File: src/core/bcc_pkg.sv
package bcc_pkg;

  // ****************************************
  // Register map (indices on the plain port)
  // ****************************************
  localparam logic [2:0] ADDR_CTRL_A   = 3'h0;  // Boost control A
  localparam logic [2:0] ADDR_CTRL_B   = 3'h1;  // Boost control B
  localparam logic [2:0] ADDR_SUP_STAT = 3'h2;  // Supervisory status
  localparam logic [2:0] ADDR_STICKY   = 3'h3;  // Sticky status, clears on read

  // ****************************************
  // Field positions
  // ****************************************
  localparam int VCODE_LSB  = 0;  // Output-voltage code [4:0]
  localparam int VCODE_W    = 5;
  localparam int MODE_LSB   = 5;  // Operating mode [6:5]
  localparam int PULSE_BIT  = 7;  // Manual pulse request
  localparam int FSEL_LSB   = 0;  // Switching-frequency select [1:0]
  localparam int ENABLE_BIT = 3;  // Converter enable
  localparam int UV_STICKY_BIT = 0;

  // ****************************************
  // Encodings and reset values
  // ****************************************
  localparam logic [1:0] MODE_ACTIVE  = 2'h0;  // Any other code is standby
  localparam logic [1:0] MODE_STANDBY = 2'h1;
  localparam logic [1:0] FSEL_400K    = 2'h1;
  localparam logic [1:0] FSEL_EXT     = 2'h3;
  localparam logic [4:0] VCODE_1V8    = 5'h0_003;  // Code for 1.8 V output
  localparam logic [7:0] CTRL_A_RST   = {3'h0, VCODE_1V8};
  localparam logic [7:0] CTRL_B_RST   = 8'h0_009;  // Enabled, 400 kHz

  // ****************************************
  // Timing
  // ****************************************
  localparam int CLK_MHZ      = 100;
  localparam int PULSE_NS     = 1000;  // Manual pulse width
  localparam int PULSE_CYC    = (PULSE_NS * CLK_MHZ + 999) / 1000;
  localparam int SW400_KHZ    = 400;
  localparam int SW400_HALF   = (CLK_MHZ * 1000) / (2 * SW400_KHZ);

  // Supervisory comparator bundle
  typedef struct packed {
    logic above_50;   // Output above nominal + 50 mV
    logic above_25;   // Output above nominal + 25 mV
    logic above_nom;  // Output above nominal
    logic below_25;   // Output below nominal - 25 mV
    logic below_50;   // Output below nominal - 50 mV
  } bcc_sup_t;

endpackage : bcc_pkg

File: src/core/bcc_sync3.sv
`timescale 1ns/1ps
// ****************************************
// Three-stage synchroniser, change accepted when stages 2 and 3 agree
// ****************************************
module bcc_sync3 #(
  parameter int W = 1
) (
  // Clock and reset
  input  wire logic         core_clk,
  input  wire logic         rstn,
  // Data
  input  wire logic [W-1:0] d,
  output logic      [W-1:0] q
);

  logic [W-1:0] s1_r;  // Metastability stage
  logic [W-1:0] s2_r;  // Second stage
  logic [W-1:0] s3_r;  // Third stage
  logic [W-1:0] q_r;   // Filtered value

  // Shift chain and agreement filter
  always_ff @(posedge core_clk or negedge rstn) begin
    if (!rstn) begin
      s1_r <= '0;
      s2_r <= '0;
      s3_r <= '0;
      q_r  <= '0;
    end else begin
      s1_r <= d;
      s2_r <= s1_r;
      s3_r <= s2_r;
      for (int i = 0; i < W; i++) begin
        if (s2_r[i] == s3_r[i]) begin
          q_r[i] <= s3_r[i];
        end
      end
    end
  end

  assign q = q_r;

endmodule : bcc_sync3

File: src/core/bcc_top.sv
// Decided for this implementation: the register offsets and the plain strobed port.
`timescale 1ns/1ps
//
// Functional notes
// - Enable bit 3 of control B
// - Five-bit voltage code in control A
// - Reset: enabled, 1.8 V code
// - Single write always updates register
// - Control A bits 6:5 select mode
// - Frequency select: 01=400 kHz, 11=external
// - External rate from 32 kHz crystal
// - Switching clock synchronised before bus use
// - Standby keeps supervisory status live
// - Manual pulse bit gives 1 us pulse
// - Auto pulse on both crystal edges
// - Status bits 4..2 above thresholds
// - Status bits 1..0 below thresholds
// - Undervoltage raises power-manager interrupt
// - Undervoltage wake source, software enabled
// - Sticky undervoltage cleared by read
// - Hibernate forces active mode
//
module bcc_top #(
  parameter int PULSE_CYCLES = bcc_pkg::PULSE_CYC,
  parameter int HALF_400K    = bcc_pkg::SW400_HALF
) (
  // Clock and reset
  input  wire logic             core_clk,
  input  wire logic             rstn,
  // Register port
  input  wire logic [2:0]       reg_addr,
  input  wire logic [7:0]       reg_wdata,
  input  wire logic             reg_wr,
  input  wire logic             reg_rd,
  output logic      [7:0]       reg_rdata,
  // Analog side
  input  wire logic [4:0]       sup_cmp_in,
  input  wire logic             xtal_32k,
  input  wire logic             chip_hibernate,
  input  wire logic             wake_enable,
  output logic                  boost_en,
  output logic      [4:0]       boost_vcode,
  output logic                  boost_standby,
  output logic                  boost_switch,
  output logic                  boost_gate,
  // Power manager
  output logic                  pm_irq,
  output logic                  pm_wake
);

  // ****************************************
  // Registers
  // ****************************************
  logic [7:0]       ctrl_a_r;      // Control A
  logic [7:0]       ctrl_b_r;      // Control B
  logic             uv_sticky_r;   // Sticky undervoltage
  logic [7:0]       rdata_r;       // Read data, one cycle late
  logic [15:0]      pulse_cnt_r;   // Manual pulse countdown
  logic [15:0]      sw_cnt_r;      // 400 kHz divider
  logic             sw400_r;       // 400 kHz square wave
  logic             xtal_d_r;      // Previous synced crystal level
  logic             auto_pulse_r;  // Auto pulse active
  logic [15:0]      auto_cnt_r;    // Auto pulse countdown
  logic             sw_out_r;      // Registered switching clock
  logic             gate_r;        // Registered transistor gate
  logic             irq_r;         // Registered interrupt
  logic             wake_r;        // Registered wake
  logic             en_r;          // Registered enable
  logic [4:0]       vcode_r;       // Registered voltage code
  logic             stby_r;        // Registered standby

  // ****************************************
  // Synchronised inputs
  // ****************************************
  bcc_pkg::bcc_sup_t sup_s;        // Comparator levels in bus domain
  logic              xtal_s;       // Crystal level in bus domain

  bcc_sync3 #(.W(5)) u_sync_sup (
    .core_clk (core_clk),
    .rstn     (rstn),
    .d        (sup_cmp_in),
    .q        (sup_s)
  );

  bcc_sync3 #(.W(1)) u_sync_xtal (
    .core_clk (core_clk),
    .rstn     (rstn),
    .d        (xtal_32k),
    .q        (xtal_s)
  );

  // ****************************************
  // Decode
  // ****************************************
  function automatic logic hit(input logic [2:0] a, input logic [2:0] r);
    hit = (a == r);
  endfunction : hit

  wire wr_a       = reg_wr && hit(reg_addr, bcc_pkg::ADDR_CTRL_A);
  wire wr_b       = reg_wr && hit(reg_addr, bcc_pkg::ADDR_CTRL_B);
  wire rd_sticky  = reg_rd && hit(reg_addr, bcc_pkg::ADDR_STICKY);
  wire [1:0] mode_f = ctrl_a_r[bcc_pkg::MODE_LSB +: 2];
  // Hibernate forces active; non-active codes mean standby
  wire standby    = (mode_f != bcc_pkg::MODE_ACTIVE) && !chip_hibernate;
  wire enabled    = ctrl_b_r[bcc_pkg::ENABLE_BIT];
  wire [1:0] fsel = ctrl_b_r[bcc_pkg::FSEL_LSB +: 2];
  wire below_cfg  = sup_s.below_25 || sup_s.below_50 || !sup_s.above_nom;
  wire xtal_edge  = xtal_s ^ xtal_d_r;
  wire auto_fire  = enabled && standby && below_cfg && xtal_edge;
  wire pulse_req  = wr_a && reg_wdata[bcc_pkg::PULSE_BIT];
  wire uv_event   = enabled && sup_s.below_50;
  wire sw_sel     = (fsel == bcc_pkg::FSEL_EXT) ? xtal_s :
                    (fsel == bcc_pkg::FSEL_400K) ? sw400_r : 1'b0;

  // Read mux; status is live in both modes
  logic [7:0] rd_mux;
  always_comb begin
    case (reg_addr)
      bcc_pkg::ADDR_CTRL_A:   rd_mux = ctrl_a_r;
      bcc_pkg::ADDR_CTRL_B:   rd_mux = ctrl_b_r;
      bcc_pkg::ADDR_SUP_STAT: rd_mux = {3'h0, sup_s};
      bcc_pkg::ADDR_STICKY:   rd_mux = {7'h0, uv_sticky_r};
      default:                rd_mux = 8'h0;
    endcase
  end

  // ****************************************
  // Control registers
  // ****************************************
  // Pulse bit is self-clearing; stored value shows the running pulse
  always_ff @(posedge core_clk or negedge rstn) begin
    if (!rstn) begin
      ctrl_a_r <= bcc_pkg::CTRL_A_RST;
      ctrl_b_r <= bcc_pkg::CTRL_B_RST;
    end else begin
      if (wr_a) begin
        ctrl_a_r <= reg_wdata;
      end else begin
        ctrl_a_r[bcc_pkg::PULSE_BIT] <= (pulse_cnt_r > 16'h0_001);
      end
      if (wr_b) begin
        ctrl_b_r <= reg_wdata;
      end
    end
  end

  // Read data and sticky flag; a new event beats the read clear
  always_ff @(posedge core_clk or negedge rstn) begin
    if (!rstn) begin
      rdata_r     <= 8'h0;
      uv_sticky_r <= 1'b0;
    end else begin
      rdata_r <= reg_rd ? rd_mux : 8'h0;
      if (uv_event) begin
        uv_sticky_r <= 1'b1;
      end else if (rd_sticky) begin
        uv_sticky_r <= 1'b0;
      end
    end
  end

  // ****************************************
  // Pulse generation
  // ****************************************
  // Manual and automatic pulse timers
  always_ff @(posedge core_clk or negedge rstn) begin
    if (!rstn) begin
      pulse_cnt_r  <= 16'h0;
      auto_cnt_r   <= 16'h0;
      auto_pulse_r <= 1'b0;
      xtal_d_r     <= 1'b0;
    end else begin
      xtal_d_r <= xtal_s;
      if (pulse_req && enabled) begin
        pulse_cnt_r <= 16'(PULSE_CYCLES);
      end else if (pulse_cnt_r != 16'h0) begin
        pulse_cnt_r <= pulse_cnt_r - 16'h1;
      end
      if (auto_fire) begin
        auto_cnt_r   <= 16'(PULSE_CYCLES);
        auto_pulse_r <= 1'b1;
      end else if (auto_cnt_r != 16'h0) begin
        auto_cnt_r   <= auto_cnt_r - 16'h1;
        auto_pulse_r <= (auto_cnt_r > 16'h1);
      end
    end
  end

  // 400 kHz divider
  always_ff @(posedge core_clk or negedge rstn) begin
    if (!rstn) begin
      sw_cnt_r <= 16'h0;
      sw400_r  <= 1'b0;
    end else if (sw_cnt_r == 16'(HALF_400K - 1)) begin
      sw_cnt_r <= 16'h0;
      sw400_r  <= ~sw400_r;
    end else begin
      sw_cnt_r <= sw_cnt_r + 16'h1;
    end
  end

  // ****************************************
  // Output registers
  // ****************************************
  always_ff @(posedge core_clk or negedge rstn) begin
    if (!rstn) begin
      en_r     <= 1'b0;
      vcode_r  <= 5'h0;
      stby_r   <= 1'b0;
      sw_out_r <= 1'b0;
      gate_r   <= 1'b0;
      irq_r    <= 1'b0;
      wake_r   <= 1'b0;
    end else begin
      en_r     <= enabled;
      vcode_r  <= ctrl_a_r[bcc_pkg::VCODE_LSB +: bcc_pkg::VCODE_W];
      stby_r   <= standby;
      sw_out_r <= enabled && !standby && sw_sel;
      gate_r   <= enabled && ((pulse_cnt_r != 16'h0) || auto_pulse_r);
      irq_r    <= uv_sticky_r;
      wake_r   <= uv_sticky_r && wake_enable;
    end
  end

  assign reg_rdata     = rdata_r;
  assign boost_en      = en_r;
  assign boost_vcode   = vcode_r;
  assign boost_standby = stby_r;
  assign boost_switch  = sw_out_r;
  assign boost_gate    = gate_r;
  assign pm_irq        = irq_r;
  assign pm_wake       = wake_r;

endmodule : bcc_top

File: config.mk
export PLATFORM = sky130hd
export DESIGN_NAME = bcc_top
export DESIGN_NICKNAME = d
export VERILOG_FILES = /design/src/core/bcc_pkg.sv /design/src/core/bcc_sync3.sv /design/src/core/bcc_top.sv
export SDC_FILE = /design/constraint.sdc
export NUM_CORES = 1
export LEC_CHECK = 0
export BUFFER_PORTS_ARGS = -buffer_cell sky130_fd_sc_hd__clkbuf_2
export CAP_MARGIN = 20
export CORE_AREA = 2 2 101 103
export DETAILED_ROUTE_END_ITERATION = 8
export DIE_AREA = 0 0 103 105
export PLACE_DENSITY = 0.73
export SLEW_MARGIN = 15
export SYNTH_ARGS = -nofsm -noshare
export SYNTH_HDL_FRONTEND = slang
export SYNTH_HIERARCHICAL = 1
export SYNTH_SLANG_ARGS = --single-unit
File: constraint.sdc
create_clock -name core_clk -period 1.86 [get_ports core_clk]
set_input_delay 0.186 -clock core_clk [delete_from_list [all_inputs] [get_ports core_clk]]
set_output_delay 0.186 -clock core_clk [all_outputs]
set_load 0.01 [all_outputs]
== Word-level counts from Yosys, hierarchy flattened ==
Index checks and enable logic that the tools add are counted.

* Bits in registers: 111
* Output and inout bits: 19

* $add $sub $neg: 3
* Order comparisons: 2
* Eq/ne operators: 12
* Mux-type cells: 14
* Bitwise operators: 2
* Reduce and logical (&&, ||, !) cells: 27

{| class="wikitable"
|+ Operators by type and width
! operator !! count
|-
| $mux W16 || 5
|-
| $gt A16 B1 Y1 const B || 2
|-
| $pmux W8 S4 || 1
|-
| $reduce_bool A16 Y1 || 2
|-
| $sub A16 B1 Y16 const B || 2
|-
| $add A16 B1 Y16 const B || 1
|-
| $eq A16 B7 Y1 const B || 1
|-
| $logic_and A1 B1 Y1 || 14
|-
| $mux W8 || 1
|-
| $reduce_bool A2 Y1 || 4
|-
| $mux W1 || 7
|-
| $eq A1 B1 Y1 || 6
|-
| $eq A3 B2 Y1 const B || 2
|-
| $eq A3 B1 Y1 const B || 1
|-
| $logic_not A1 Y1 || 3
|-
| $logic_not A3 Y1 || 1
|-
| $logic_or A1 B1 Y1 || 3
|-
| $eq A2 B1 Y1 const B || 1
|-
| $eq A2 B2 Y1 const B || 1
|-
| $not A1 Y1 || 1
|-
| $xor A1 B1 Y1 || 1
|}

== Longest topological paths before layout ==
Gate-level depths: netlist of the first run.

* Depth in word-level cells: 6
* Depth in mapped cells: 6

== Hierarchy ==
The synthesis of the first run kept the hierarchy.

{| class="wikitable"
|+ By module, submodules not included
! module !! times used !! cells an instance !! area an instance (µm²)
|-
| bcc_top || 1 || 374 || 4124.0
|-
| bcc_sync3 (u_sync_sup) || 1 || 25 || 556.8
|-
| bcc_sync3 (u_sync_xtal) || 1 || 5 || 111.4
|}

== Least setup slack after synthesis of the first run ==
Ideal clock, no wire load.

* Kind: register to register
* Start point: register pulse_cnt_r[0]
* End point: register pulse_cnt_r[14]
* Setup time: 0.078 ns
* Arrival: 1.758 ns
* Required time: 1.782 ns
* Path slack: 0.024 ns
* Cell stages (with the launch flop): 7
* Path buffers: 0
* Path through: dfrtp_1 > inv_1 > ha_1 > nor3b_1 > nand4_1 > or4_1 > a21oi_1

* Word-level cells in the longest chain between the ends: 3

{| class="wikitable"
|+ RTL lines
! element !! RTL line !! source
|-
| from (decl) || bcc_top.sv:58 || <nowiki>logic [15:0] pulse_cnt_r;</nowiki>
|-
| from (signal assigned) || bcc_top.sv:175 || <nowiki>pulse_cnt_r <= 16'(PULSE_CYCLES);</nowiki>
|-
| from (signal assigned) || bcc_top.sv:177 || <nowiki>pulse_cnt_r <= pulse_cnt_r - 16'h1;</nowiki>
|-
| $sub A16 B1 Y16 || bcc_top.sv:177 ||
|-
| $mux W16 || bcc_top.sv:176 || <nowiki>end else if (pulse_cnt_r != 16'h0) begin</nowiki>
|-
| $mux W16 || bcc_top.sv:174 || <nowiki>if (pulse_req && enabled) begin</nowiki>
|}

Several ways; a longest one is shown, not always the timed one. The select of a mux whose other input is x is not followed.
A chain may end at the register's enable or synchronous reset.

== Worst setup path in the final report of the first run ==
* Start point: register auto_cnt_r[13]
* End point: register auto_pulse_r

* Word-level cells in the longest chain between the ends: 3

{| class="wikitable"
|+ RTL lines
! element !! RTL line !! source
|-
| from (decl) || bcc_top.sv:63 || <nowiki>logic [15:0] auto_cnt_r;</nowiki>
|-
| from (signal assigned) || bcc_top.sv:180 || <nowiki>auto_cnt_r <= 16'(PULSE_CYCLES);</nowiki>
|-
| from (signal assigned) || bcc_top.sv:183 || <nowiki>auto_cnt_r <= auto_cnt_r - 16'h1;</nowiki>
|-
| $gt A16 B1 Y1 || bcc_top.sv:184 || <nowiki>auto_pulse_r <= (auto_cnt_r > 16'h1);</nowiki>
|-
| $mux W1 || bcc_top.sv:182 || <nowiki>end else if (auto_cnt_r != 16'h0) begin</nowiki>
|-
| $mux W1 || bcc_top.sv:179 || <nowiki>if (auto_fire) begin</nowiki>
|-
| to (signal assigned) || bcc_top.sv:184 ||
|-
| to (decl) || bcc_top.sv:62 || <nowiki>logic auto_pulse_r;</nowiki>
|}

Several ways; a longest one is shown, not always the timed one. The select of a mux whose other input is x is not followed.

==> impl_metrics.csv, run 1 <==
group,metric,value,unit
placement,placed_cell_area,0.00535,mm2
min_path,hp-class,"primary input to flop",
timing,worstMarginPinSlew,0.454,ns
worst_setup_path,cp_slowest_stage_delay,0.56,ns
layout,fin_area,0.00567,mm2
clock_network,htree_levels,3,
drt,totalWireLength,9.28,mm
placement,post-place-cells,595,
clock_network,cts_buffer_depth,2,
min_path,hold_start,"wake_enable",
clock_network,cts_tree,"built",
outcome,status,"completed",
clock_network,clk_latency,0.38,ns
drt,drt-met1-wl,4.34,mm
yosys,ys_ff_latch,111,
layout,synthToLayoutAreaGrowth,18.3,%
placement,dpl.hpwl,6.43,mm
worst_setup_path,reg2regPathDepth,4,
yosys,synth_top_cell_area_share,55.9,%
timing,relSlewSlack,69.6,%
global_routing,grt_use_total,18.6,%
min_path,min_delay_path_depth,2,
worst_setup_path,cp-start-kind,"flop",
yosys,yosysTopAreaCell,"dfrtp_1",
worst_setup_path,cpMostUsedCell,"or4_4",
die,die_h,105,um
layout,layout.nets,513,
worst_setup_path,arrival,2.07,ns
power,ir_drop,0.527,mV
die,die_width,103,um
power,p_leak,2.47,nW
timing,min_period_over_period,98.1,%
placement,portBuffers,41,
yosys,yosysUniqueCellTypes,53,
die,io_pins,42,
yosys,async_flop_share,100,%
placement,gp_congestion,0.764,
timing,fin_setup_tns,0,ns
worst_setup_path,path_cells,"or4_4, nor3_4, nand2_1, or4_4",
yosys,synthCells,404,
clock_network,clk_pin_slew,0.10,ns
drt,drt_pass1_iterations,4,
timing,setup_viol_count_final,0,
worst_setup_path,reg2reg_from,"auto_cnt_r[13]",
global_routing,grt_overflow,0,
global_routing,grt_max_degree,50,
yosys,synth_edf_count,0,
yosys,yosys-top-cells-area,"dfrtp_1 56%, mux2_2 3.5%, nor2_1 2.9%, a21oi_1 2.8%, nor4_4 2.2%",
die,dieArea,0.0108,mm2
global_routing,grt_pass1_vias,3329,
drt,route.met3.wl,267,um
global_routing,grt_pass1_wl,16.0,mm
worst_setup_path,worstSetupEndpointType,"flop",
min_path,min_to,"pm_wake",
drt,dr.max_layer_used,"met4",
worst_setup_path,r2r-end,"auto_pulse_r",
drt,drt_iter0_markers,164,
die,rows,36,
clock_network,cts_made_buffers,9,
worst_setup_path,crit_family,"simple AND/OR/NAND/NOR gates",
die,core-area,0.00964,mm2
drt,dr_wl_met2,4.57,mm
timing,hold_violations,0,
timing,period_needed,1.83,ns
power,power,6.78,mW
layout,finalNonFillerCells,622,
drt,vias_per_cell,5.32,
yosys,synth_fp_nets,433,
drt,vias,3311,
worst_setup_path,required,2.11,ns
power,power_density,1200,mW/mm2
layout,final_layout_size_suffix_gt1_share,28.8,%
worst_setup_path,slowest_stage,"or4_4",
clock_network,cts.sinks,111,
timing,grt_setup_unrepaired,"true",
yosys,avgSynthCellArea,11.9,um2
yosys,syn_area,0.00479,mm2
layout,n_fill_cell,811,
flow_run,max_cap_violations,0,
yosys,synth-seq-area-share,58.1,%
worst_setup_path,critPathBufInv,0,
worst_setup_path,ff2ff_setup_slack,0.03,ns
drt,routedWlPerCell,14.9,um
timing,maxClockFrequency,548,MHz
worst_setup_path,worst-setup-path-type,"flop to flop",
clock_network,cts-root-buf,"clkbuf_8",
drt,drcViolationCount,0,
timing,fin_worst_skew,0.0195,ns
yosys,synth_warnings,6,
worst_setup_path,crit_fanout,4,
layout,n_antenna_cell,0,
yosys,synth_flop_cell,"dfrtp_1",
drt,ant_nets,0,
die,initial_core_util,49.7,%
global_routing,antenna_found_initial,0,
timing,report.final.slew_viol_count,0,
==> routing by layer <==
metal  track usage (%)  vias to the layer above
li1                  -                     1623
met1              25.9                     1619
met2              29.7                       62
met3              3.55                        7
met4              5.36                        0
met5                 0                        -
==> Yosys cell counts, drive strengths merged, types with 3 or more instances <==
master and n:
xnor2 11, o31ai 8, nor4 10, mux2 15, nand4 10, and4 7
nor4b 3, xor2 7, mux2i 10, or3 7, nor3 14, maj3 6
o21ai 11, buf 3, nand3 9, nor2 37, nand2 21, a21oi 27
a211o 4, and3 4, dfrtp 107, clkbuf 7, dfstp 4, and2 4
inv 12, nand2b 3, nand3b 3, or4 11, nor2b 4, ha 6
==> report_power, final <==
| group | switching (mW) | internal [mW] |
|---|---|---|
| Sequential | 0.623 | 2.90 |
| Combinational | 0.903 | 0.974 |
| Clock | 0.858 | 0.521 |
| Total | 2.38 | 4.40 |
==> final cells by class <==
cell class                 instances  area [um2]  share of cell area (%)
clock buffer                      10         128                    2.25
clock inverter                     6        62.6                    1.10
inverter                          12        45.0                   0.795
multi-input combinational        271        1960                    34.6
sequential                       111        2780                    49.1
tap                              133         166                    2.94
timing repair buffer              79         523                    9.23
==> cells by family after synthesis <==
group / share of synthesized area [%]
buf+inv: 1.80
simple gates: 19.9
compound gates: 7.83
mux: 6.08
xor+xnor: 3.29
flops: 58.1
fa+ha+maj: 2.98
==> stage by stage <==
| stage | util (%) | setup WS [ns] | hold WS [ns] |
|---|---|---|---|
| floorplan | - | 0.0242 | -0.110 |
| global placement | 55.5 | 0.0769 | 0.00919 |
| detailed placement | 55.5 | -0.0157 | 0.00883 |
| CTS | 58.2 | 0.00915 | 0.0211 |
| global route | 58.8 | -0.0319 | 0.0297 |
| finish | 58.8 | 0.0349 | 0.0302 |
==> placed cells by master (no fill, tap or decap), types with 3 or more instances in the layout <==
cell type,count
ha_1,5
maj3_2,6
a211o_1,3
and2_1,3
or3_2,3
o21ai_0,11
nor4_1,5
a21oi_1,26
and4_1,6
mux2i_1,10
nand2_1,21
clkbuf_2,40
xnor2_1,11
nor4_4,5
nand2b_1,3
clkinv_4,3
and3_1,4
mux2_2,15
nand3_1,8
dlygate4sd3_1,7
or4_1,9
dfrtp_1,107
or3_1,4
inv_1,12
nor3_1,11
nor2b_1,3
xor2_1,7
dfstp_2,4
nand3b_1,3
nor2_1,37
nand4_1,10
o31ai_1,8
clkbuf_8,9
buf_4,31
==> worst register-to-register path: stages (launching register included) <==
cell and delay [ns]:
dfrtp_1 0.42, or4_4 0.56, nor3_4 0.19, nand2_1 0.08, or4_4 0.47
==> timing repair <==
item                                    4_1_cts  5_1_grt
hold buffers                                  7        0
endpoints found under the hold margin       113        0
endpoints found under the setup margin        1       14
resized for setup                             1        7
setup buffers                                 0        4
gates cloned                                  0        0
pin swaps                                     0        6
==> sequential cells by signal, summed over array words and instances, names as in the netlist, 8 cells and up <==
signal,flops
sw_cnt_r,16
auto_cnt_r,16
ctrl_b_r,8
reg_rdata,8
ctrl_a_r,8
pulse_cnt_r,16
==> worst max-delay path by stage <==
stage                    from               to  slack [ns]  cells after the start
4_1_cts        pulse_cnt_r[1]  pulse_cnt_r[10]       0.009                      6
6_report       auto_cnt_r[13]     auto_pulse_r        0.03                      4
2_1_floorplan  pulse_cnt_r[0]  pulse_cnt_r[14]        0.02                      6
3_5_place_dp    auto_cnt_r[1]    auto_cnt_r[5]       -0.02                      6
3_3_place_gp   pulse_cnt_r[1]  pulse_cnt_r[10]        0.08                      6
5_1_grt        pulse_cnt_r[1]  pulse_cnt_r[14]       -0.03                      6
Power figures use the tool's default switching activity.
==> run 2: changes to the inputs <==
Settings changed: CELL_PAD_IN_SITES_DETAIL_PLACEMENT set to 0, CELL_PAD_IN_SITES_GLOBAL_PLACEMENT set to 2, CORE_AREA 2 2 101 103 to 2 2 119 121, DIE_AREA 0 0 103 105 to 0 0 121 123, PLACE_DENSITY 0.73 to 0.76, SKIP_LAST_GASP set to 1.
==> impl_metrics.csv, run 2 (synthesized netlist as in run 1, its figures left out) <==
group,metric,value,unit
outcome,status,"completed",
die,io_pins,42,
drt,drcViolationCount,0,
clock_network,cts_tree,"built",
clock_network,cts-root-buf,"clkbuf_16",
layout,final_cell_mix,"107 x dfrtp_1, 40 x clkbuf_2, 39 x buf_4",
drt,vias,3358,
placement,gp_congestion,0.762,
timing,whs,0.0564,ns
layout,multi_input_area,0.00196,mm2
global_routing,grt_pass1_vias,3239,
die,initial_core_util,35.2,%
timing,min_period_over_period,96.0,%
timing,report.final.slew_viol_count,0,
die,dieArea,0.0149,mm2
placement,dpl.hpwl,6.49,mm
layout,seq_area,0.00278,mm2
timing,hold_violations,0,
layout,layout.nets,521,
worst_setup_path,cp-start-kind,"flop",
timing,fin_setup_tns,0,ns
worst_setup_path,slowest_stage,"or4_4",
drt,routedWlPerCell,14.2,um
layout,final_core_util,43.6,%
power,power_density,1300,mW/mm2
die,die_h,123,um
timing,relSlewSlack,54.8,%
global_routing,grt_max_degree,112,
layout,n_fill_cell,1259,
timing,period_needed,1.79,ns
layout,reg_top3,"auto_cnt_r x16, pulse_cnt_r x16, sw_cnt_r x16",
drt,ant_nets,0,
flow_run,max_cap_violations,0,
die,die_width,121,um
die,rows,43,
die,core-area,0.0136,mm2
drt,vias_per_cell,4.96,
drt,drt_iter0_markers,235,
placement,portBuffers,41,
timing,worstMarginPinSlew,0.678,ns
worst_setup_path,cp_slowest_stage_delay,0.58,ns
worst_setup_path,worst-setup-path-type,"flop to flop",
timing,setup_viol_count_final,0,
layout,mostFrequentLayoutCell,"dfrtp_1",
min_path,hp-class,"primary input to flop",
clock_network,clk_latency,0.35,ns
global_routing,grt_overflow,0,
drt,drt_pass1_iterations,4,
layout,synthToLayoutAreaGrowth,24.0,%
layout,final_layout_size_suffix_gt1_share,30.0,%
timing,maxClockFrequency,560,MHz
clock_network,htree_levels,3,
power,power,7.70,mW
worst_setup_path,path_cells,"or4_4, nor3_4, nand2_1, or4_1",
drt,totalWireLength,9.64,mm
power,p_leak,2.57,nW
worst_setup_path,required,2.08,ns
power,ir_drop,0.577,mV
timing,fin_worst_skew,0.00703,ns
worst_setup_path,crit_fanout,5,
global_routing,grt_use_total,13.7,%
layout,n_antenna_cell,0,
clock_network,clk_pin_slew,0.07,ns
global_routing,antenna_found_initial,0,
placement,post-place-cells,651,
clock_network,cts_made_buffers,9,
layout,finalNonFillerCells,677,
clock_network,cts.sinks,111,
worst_setup_path,arrival,2.01,ns
worst_setup_path,worstSetupEndpointType,"flop",
global_routing,grt_pass1_wl,16.1,mm
clock_network,cts_buffer_depth,2,
timing,grt_setup_unrepaired,"true",
-- run 2: cell count changes in the layout (fill, tap and decap cells not counted), moves of 2 or more --
cell | previous run | this run
clkbuf_8 | 9 | 0
buf_4 | 31 | 39
clkinv_4 | 3 | 1
clkbuf_16 | 0 | 9
bufinv_16 | 0 | 2
-- run 2: worst paths after layout --
check | to | depth (start not counted) | slack (ns) | from
min in group asynchronous | auto_cnt_r[10] | 3 | 0.37 | rstn
max reg2reg | auto_pulse_r | 4 | 0.07 | auto_cnt_r[12]
max | auto_pulse_r | 4 | 0.07 | auto_cnt_r[12]
min reg2reg | u_sync_sup/s2_r[2] | 0 | 0.35 | u_sync_sup/s1_r[2]
min | pm_wake | 2 | 0.06 | wake_enable
max in group asynchronous | xtal_d_r | 3 | 0.92 | rstn
-- run 2: worst max-delay path, delay by kind of cell (launching register included) --
kind | cells | cell delay, ns
AND/OR/NAND/NOR | 4 | 1.26
flip-flops | 1 | 0.41
-- run 2: what timing repair did --
| action | 4_1_cts | 5_1_grt |
|---|---|---|
| hold endpoints to repair | 113 | 0 |
| resized for setup | 0 | 8 |
| setup endpoints to repair | 0 | 17 |
| buffers inserted | 0 | 3 |
| hold buffers | 7 | 0 |
-- run 2: through the flow --
stage | setup slack [ns] | area (um2)
floorplan | 0.0242 | 4790
global placement | 0.0952 | 5480
detailed placement | 0.0674 | 5480
CTS | 0.0390 | 5890
global route | -0.0237 | 5940
finish | 0.0740 | 5940
-- run 2: per-layer routing --
layer	vias to the layer above	track usage, %	part of all wire (%)
met5	-	0	0
met3	11	2.26	2.9
li1	1635	-	-
met4	0	6.32	1.9
met1	1667	19.2	49
met2	45	20.7	46
-- run 2: where the power goes --
| group | switching [mW] | internal [mW] |
|---|---|---|
| Clock | 0.929 | 1.21 |
| Combinational | 0.995 | 1.08 |
| Sequential | 0.576 | 2.90 |
-- run 2: area by class of cell --
type / instances / share of cell area (%)
tap: 180 / 3.79
clock buffer: 9 / 3.79
clock inverter: 7 / 1.94
timing repair buffer: 87 / 9.81
multi-input combinational: 271 / 33.1
inverter: 12 / 0.758
sequential: 111 / 46.8
==> run 3: changes to the inputs <==
==> constraint.sdc (replaced) <==
create_clock -name core_clk -period 1.86 [get_ports core_clk]
set_input_delay 0.372 -clock core_clk [delete_from_list [all_inputs] [get_ports core_clk]]
set_output_delay 0.372 -clock core_clk [all_outputs]
set_load 0.01 [all_outputs]
==> impl_metrics.csv, run 3 (synthesized netlist as in run 1, its figures left out) <==
group,metric,value,unit
die,dieArea,0.0149,mm2
timing,min_period_over_period,95.9,%
clock_network,cts_tree,"built",
timing,fin_worst_skew,0.00809,ns
layout,mostFrequentLayoutCell,"dfrtp_1",
global_routing,grt_max_degree,70,
timing,worstMarginPinSlew,0.436,ns
drt,dr_wl_met2,4.47,mm
power,p_leak,2.54,nW
min_path,hp-class,"primary input to asynchronous set/reset pin",
worst_setup_path,reg2regPathDepth,4,
layout,n_fill_cell,1300,
drt,drcViolationCount,0,
timing,fin_setup_tns,0,ns
layout,n_antenna_cell,0,
timing,maxClockFrequency,561,MHz
layout,final_layout_size_suffix_gt1_share,30.3,%
drt,routedWlPerCell,14.5,um
worst_setup_path,path_cells,"or4_4, nor3_4, nand2_1, or4_1",
global_routing,grt_pass1_vias,3279,
placement,place_ws,-0.0172,ns
worst_setup_path,worst-setup-path-type,"flop to flop",
outcome,status,"completed",
worst_setup_path,required,2.09,ns
flow_run,max_cap_violations,0,
drt,drt_pass1_iterations,5,
placement,dpl.hpwl,6.69,mm
worst_setup_path,crit_start,"auto_cnt_r[13]",
worst_setup_path,slowest_stage,"or4_4",
die,die_h,123,um
clock_network,cts_made_buffers,9,
global_routing,grt_overflow,0,
clock_network,clk_latency,0.35,ns
clock_network,cts.sinks,111,
clock_network,clk_pin_slew,0.07,ns
drt,vias,3324,
placement,gp_congestion,0.741,
power,power_density,1300,mW/mm2
timing,report.final.slew_viol_count,0,
drt,totalWireLength,9.70,mm
global_routing,antenna_found_initial,0,
timing,hold_violations,0,
layout,final_cell_mix,"107 x dfrtp_1, 40 x clkbuf_2, 38 x buf_4",
layout,reg_top3,"auto_cnt_r x16, pulse_cnt_r x16, sw_cnt_r x16",
drt,drt_iter0_markers,243,
worst_setup_path,arrival,2.01,ns
worst_setup_path,reg2reg_from,"auto_cnt_r[13]",
power,ir_drop,0.568,mV
timing,period_needed,1.78,ns
worst_setup_path,r2r-end,"auto_pulse_r",
die,io_pins,42,
power,power,7.62,mW
global_routing,grt_use_total,13.8,%
drt,dr.max_layer_used,"met4",
timing,relSlewSlack,70.9,%
worst_setup_path,crit_fanout,4,
drt,route.met3.wl,313,um
clock_network,cts_buffer_depth,2,
die,die_width,121,um
timing,fin_ws,0.0761,ns
die,core-area,0.0136,mm2
drt,vias_per_cell,4.97,
worst_setup_path,cp-start-kind,"flop",
layout,layout.nets,514,
timing,setup_viol_count_final,0,
drt,ant_nets,0,
timing,grt_setup_unrepaired,"true",
clock_network,htree_levels,3,
die,rows,43,
clock_network,cts-root-buf,"clkbuf_16",
worst_setup_path,worstSetupEndpointType,"flop",
placement,portBuffers,41,
die,initial_core_util,35.2,%
drt,drt-met1-wl,4.68,mm
layout,synthToLayoutAreaGrowth,22.6,%
global_routing,grt_pass1_wl,16.0,mm
worst_setup_path,ff2ff_setup_slack,0.08,ns
worst_setup_path,cp_slowest_stage_delay,0.58,ns
==> run 3: cell count changes in the layout (fill, tap and decap cells not counted), sizes merged <==
cell,change
dlygate4sd3,-7
clkinvlp,-1
clkbuf,+1
clkinv,-1
==> run 3: report_power, final <==
group / switching [mW] / total [mW] / internal, mW
Sequential: 0.566 / 3.47 / 2.90
Combinational: 0.993 / 2.05 / 1.06
Clock: 0.873 / 2.10 / 1.23
==> run 3: how the worst max path moves through the flow <==
| stage | to | slack, ns |
|---|---|---|
| floorplan | pulse_cnt_r[14] | 0.02 |
| global placement | auto_cnt_r[1] | -0.06 |
| detailed placement | auto_cnt_r[1] | -0.02 |
| CTS | pulse_cnt_r[10] | 0.04 |
| global route | pulse_cnt_r[10] | -0.03 |
| finish | auto_pulse_r | 0.08 |
==> run 3: final cells by class <==
type / instances / area, um2 / area share [%]
Tap cell: 180 / 225 / 3.83
Inverter: 12 / 45.0 / 0.767
Sequential cell: 111 / 2780 / 47.4
Multi-Input combinational cell: 271 / 1970 / 33.5
Clock buffer: 10 / 239 / 4.07
Timing Repair Buffer: 80 / 526 / 8.94
Clock inverter: 5 / 88.8 / 1.51
==> run 3: repair_timing <==
item                                    in CTS  in global routing
gates resized for setup                      1                  6
hold buffers                                 0                  0
pin swaps                                    0                  4
buffers inserted                             0                  4
endpoints found under the setup margin       1                 13
==> run 3: critical path, delay by kind of cell (launching register included) <==
family	cells	cell delay, ns
flip-flops	1	0.41
AND/OR/NAND/NOR	4	1.24
==> run 3: metrics by stage <==
stage	utilization (%)	std cells	instance area, um2	hold slack [ns]
after floorplan	-	404	4790	0.0764
after global placement	40.3	650	5480	0.332
after detailed placement	40.3	650	5480	0.340
after CTS	42.7	665	5820	0.0115
after global routing	43.2	669	5880	0.0178
final	43.2	669	5880	0.00363
==> run 3: layer usage <==
| metal | GRT usage [%] | up-vias |
|---|---|---|
| li1 | - | 1616 |
| met3 | 2.40 | 15 |
| met5 | 0 | - |
| met2 | 21.5 | 60 |
| met1 | 18.5 | 1633 |
| met4 | 7.27 | 0 |
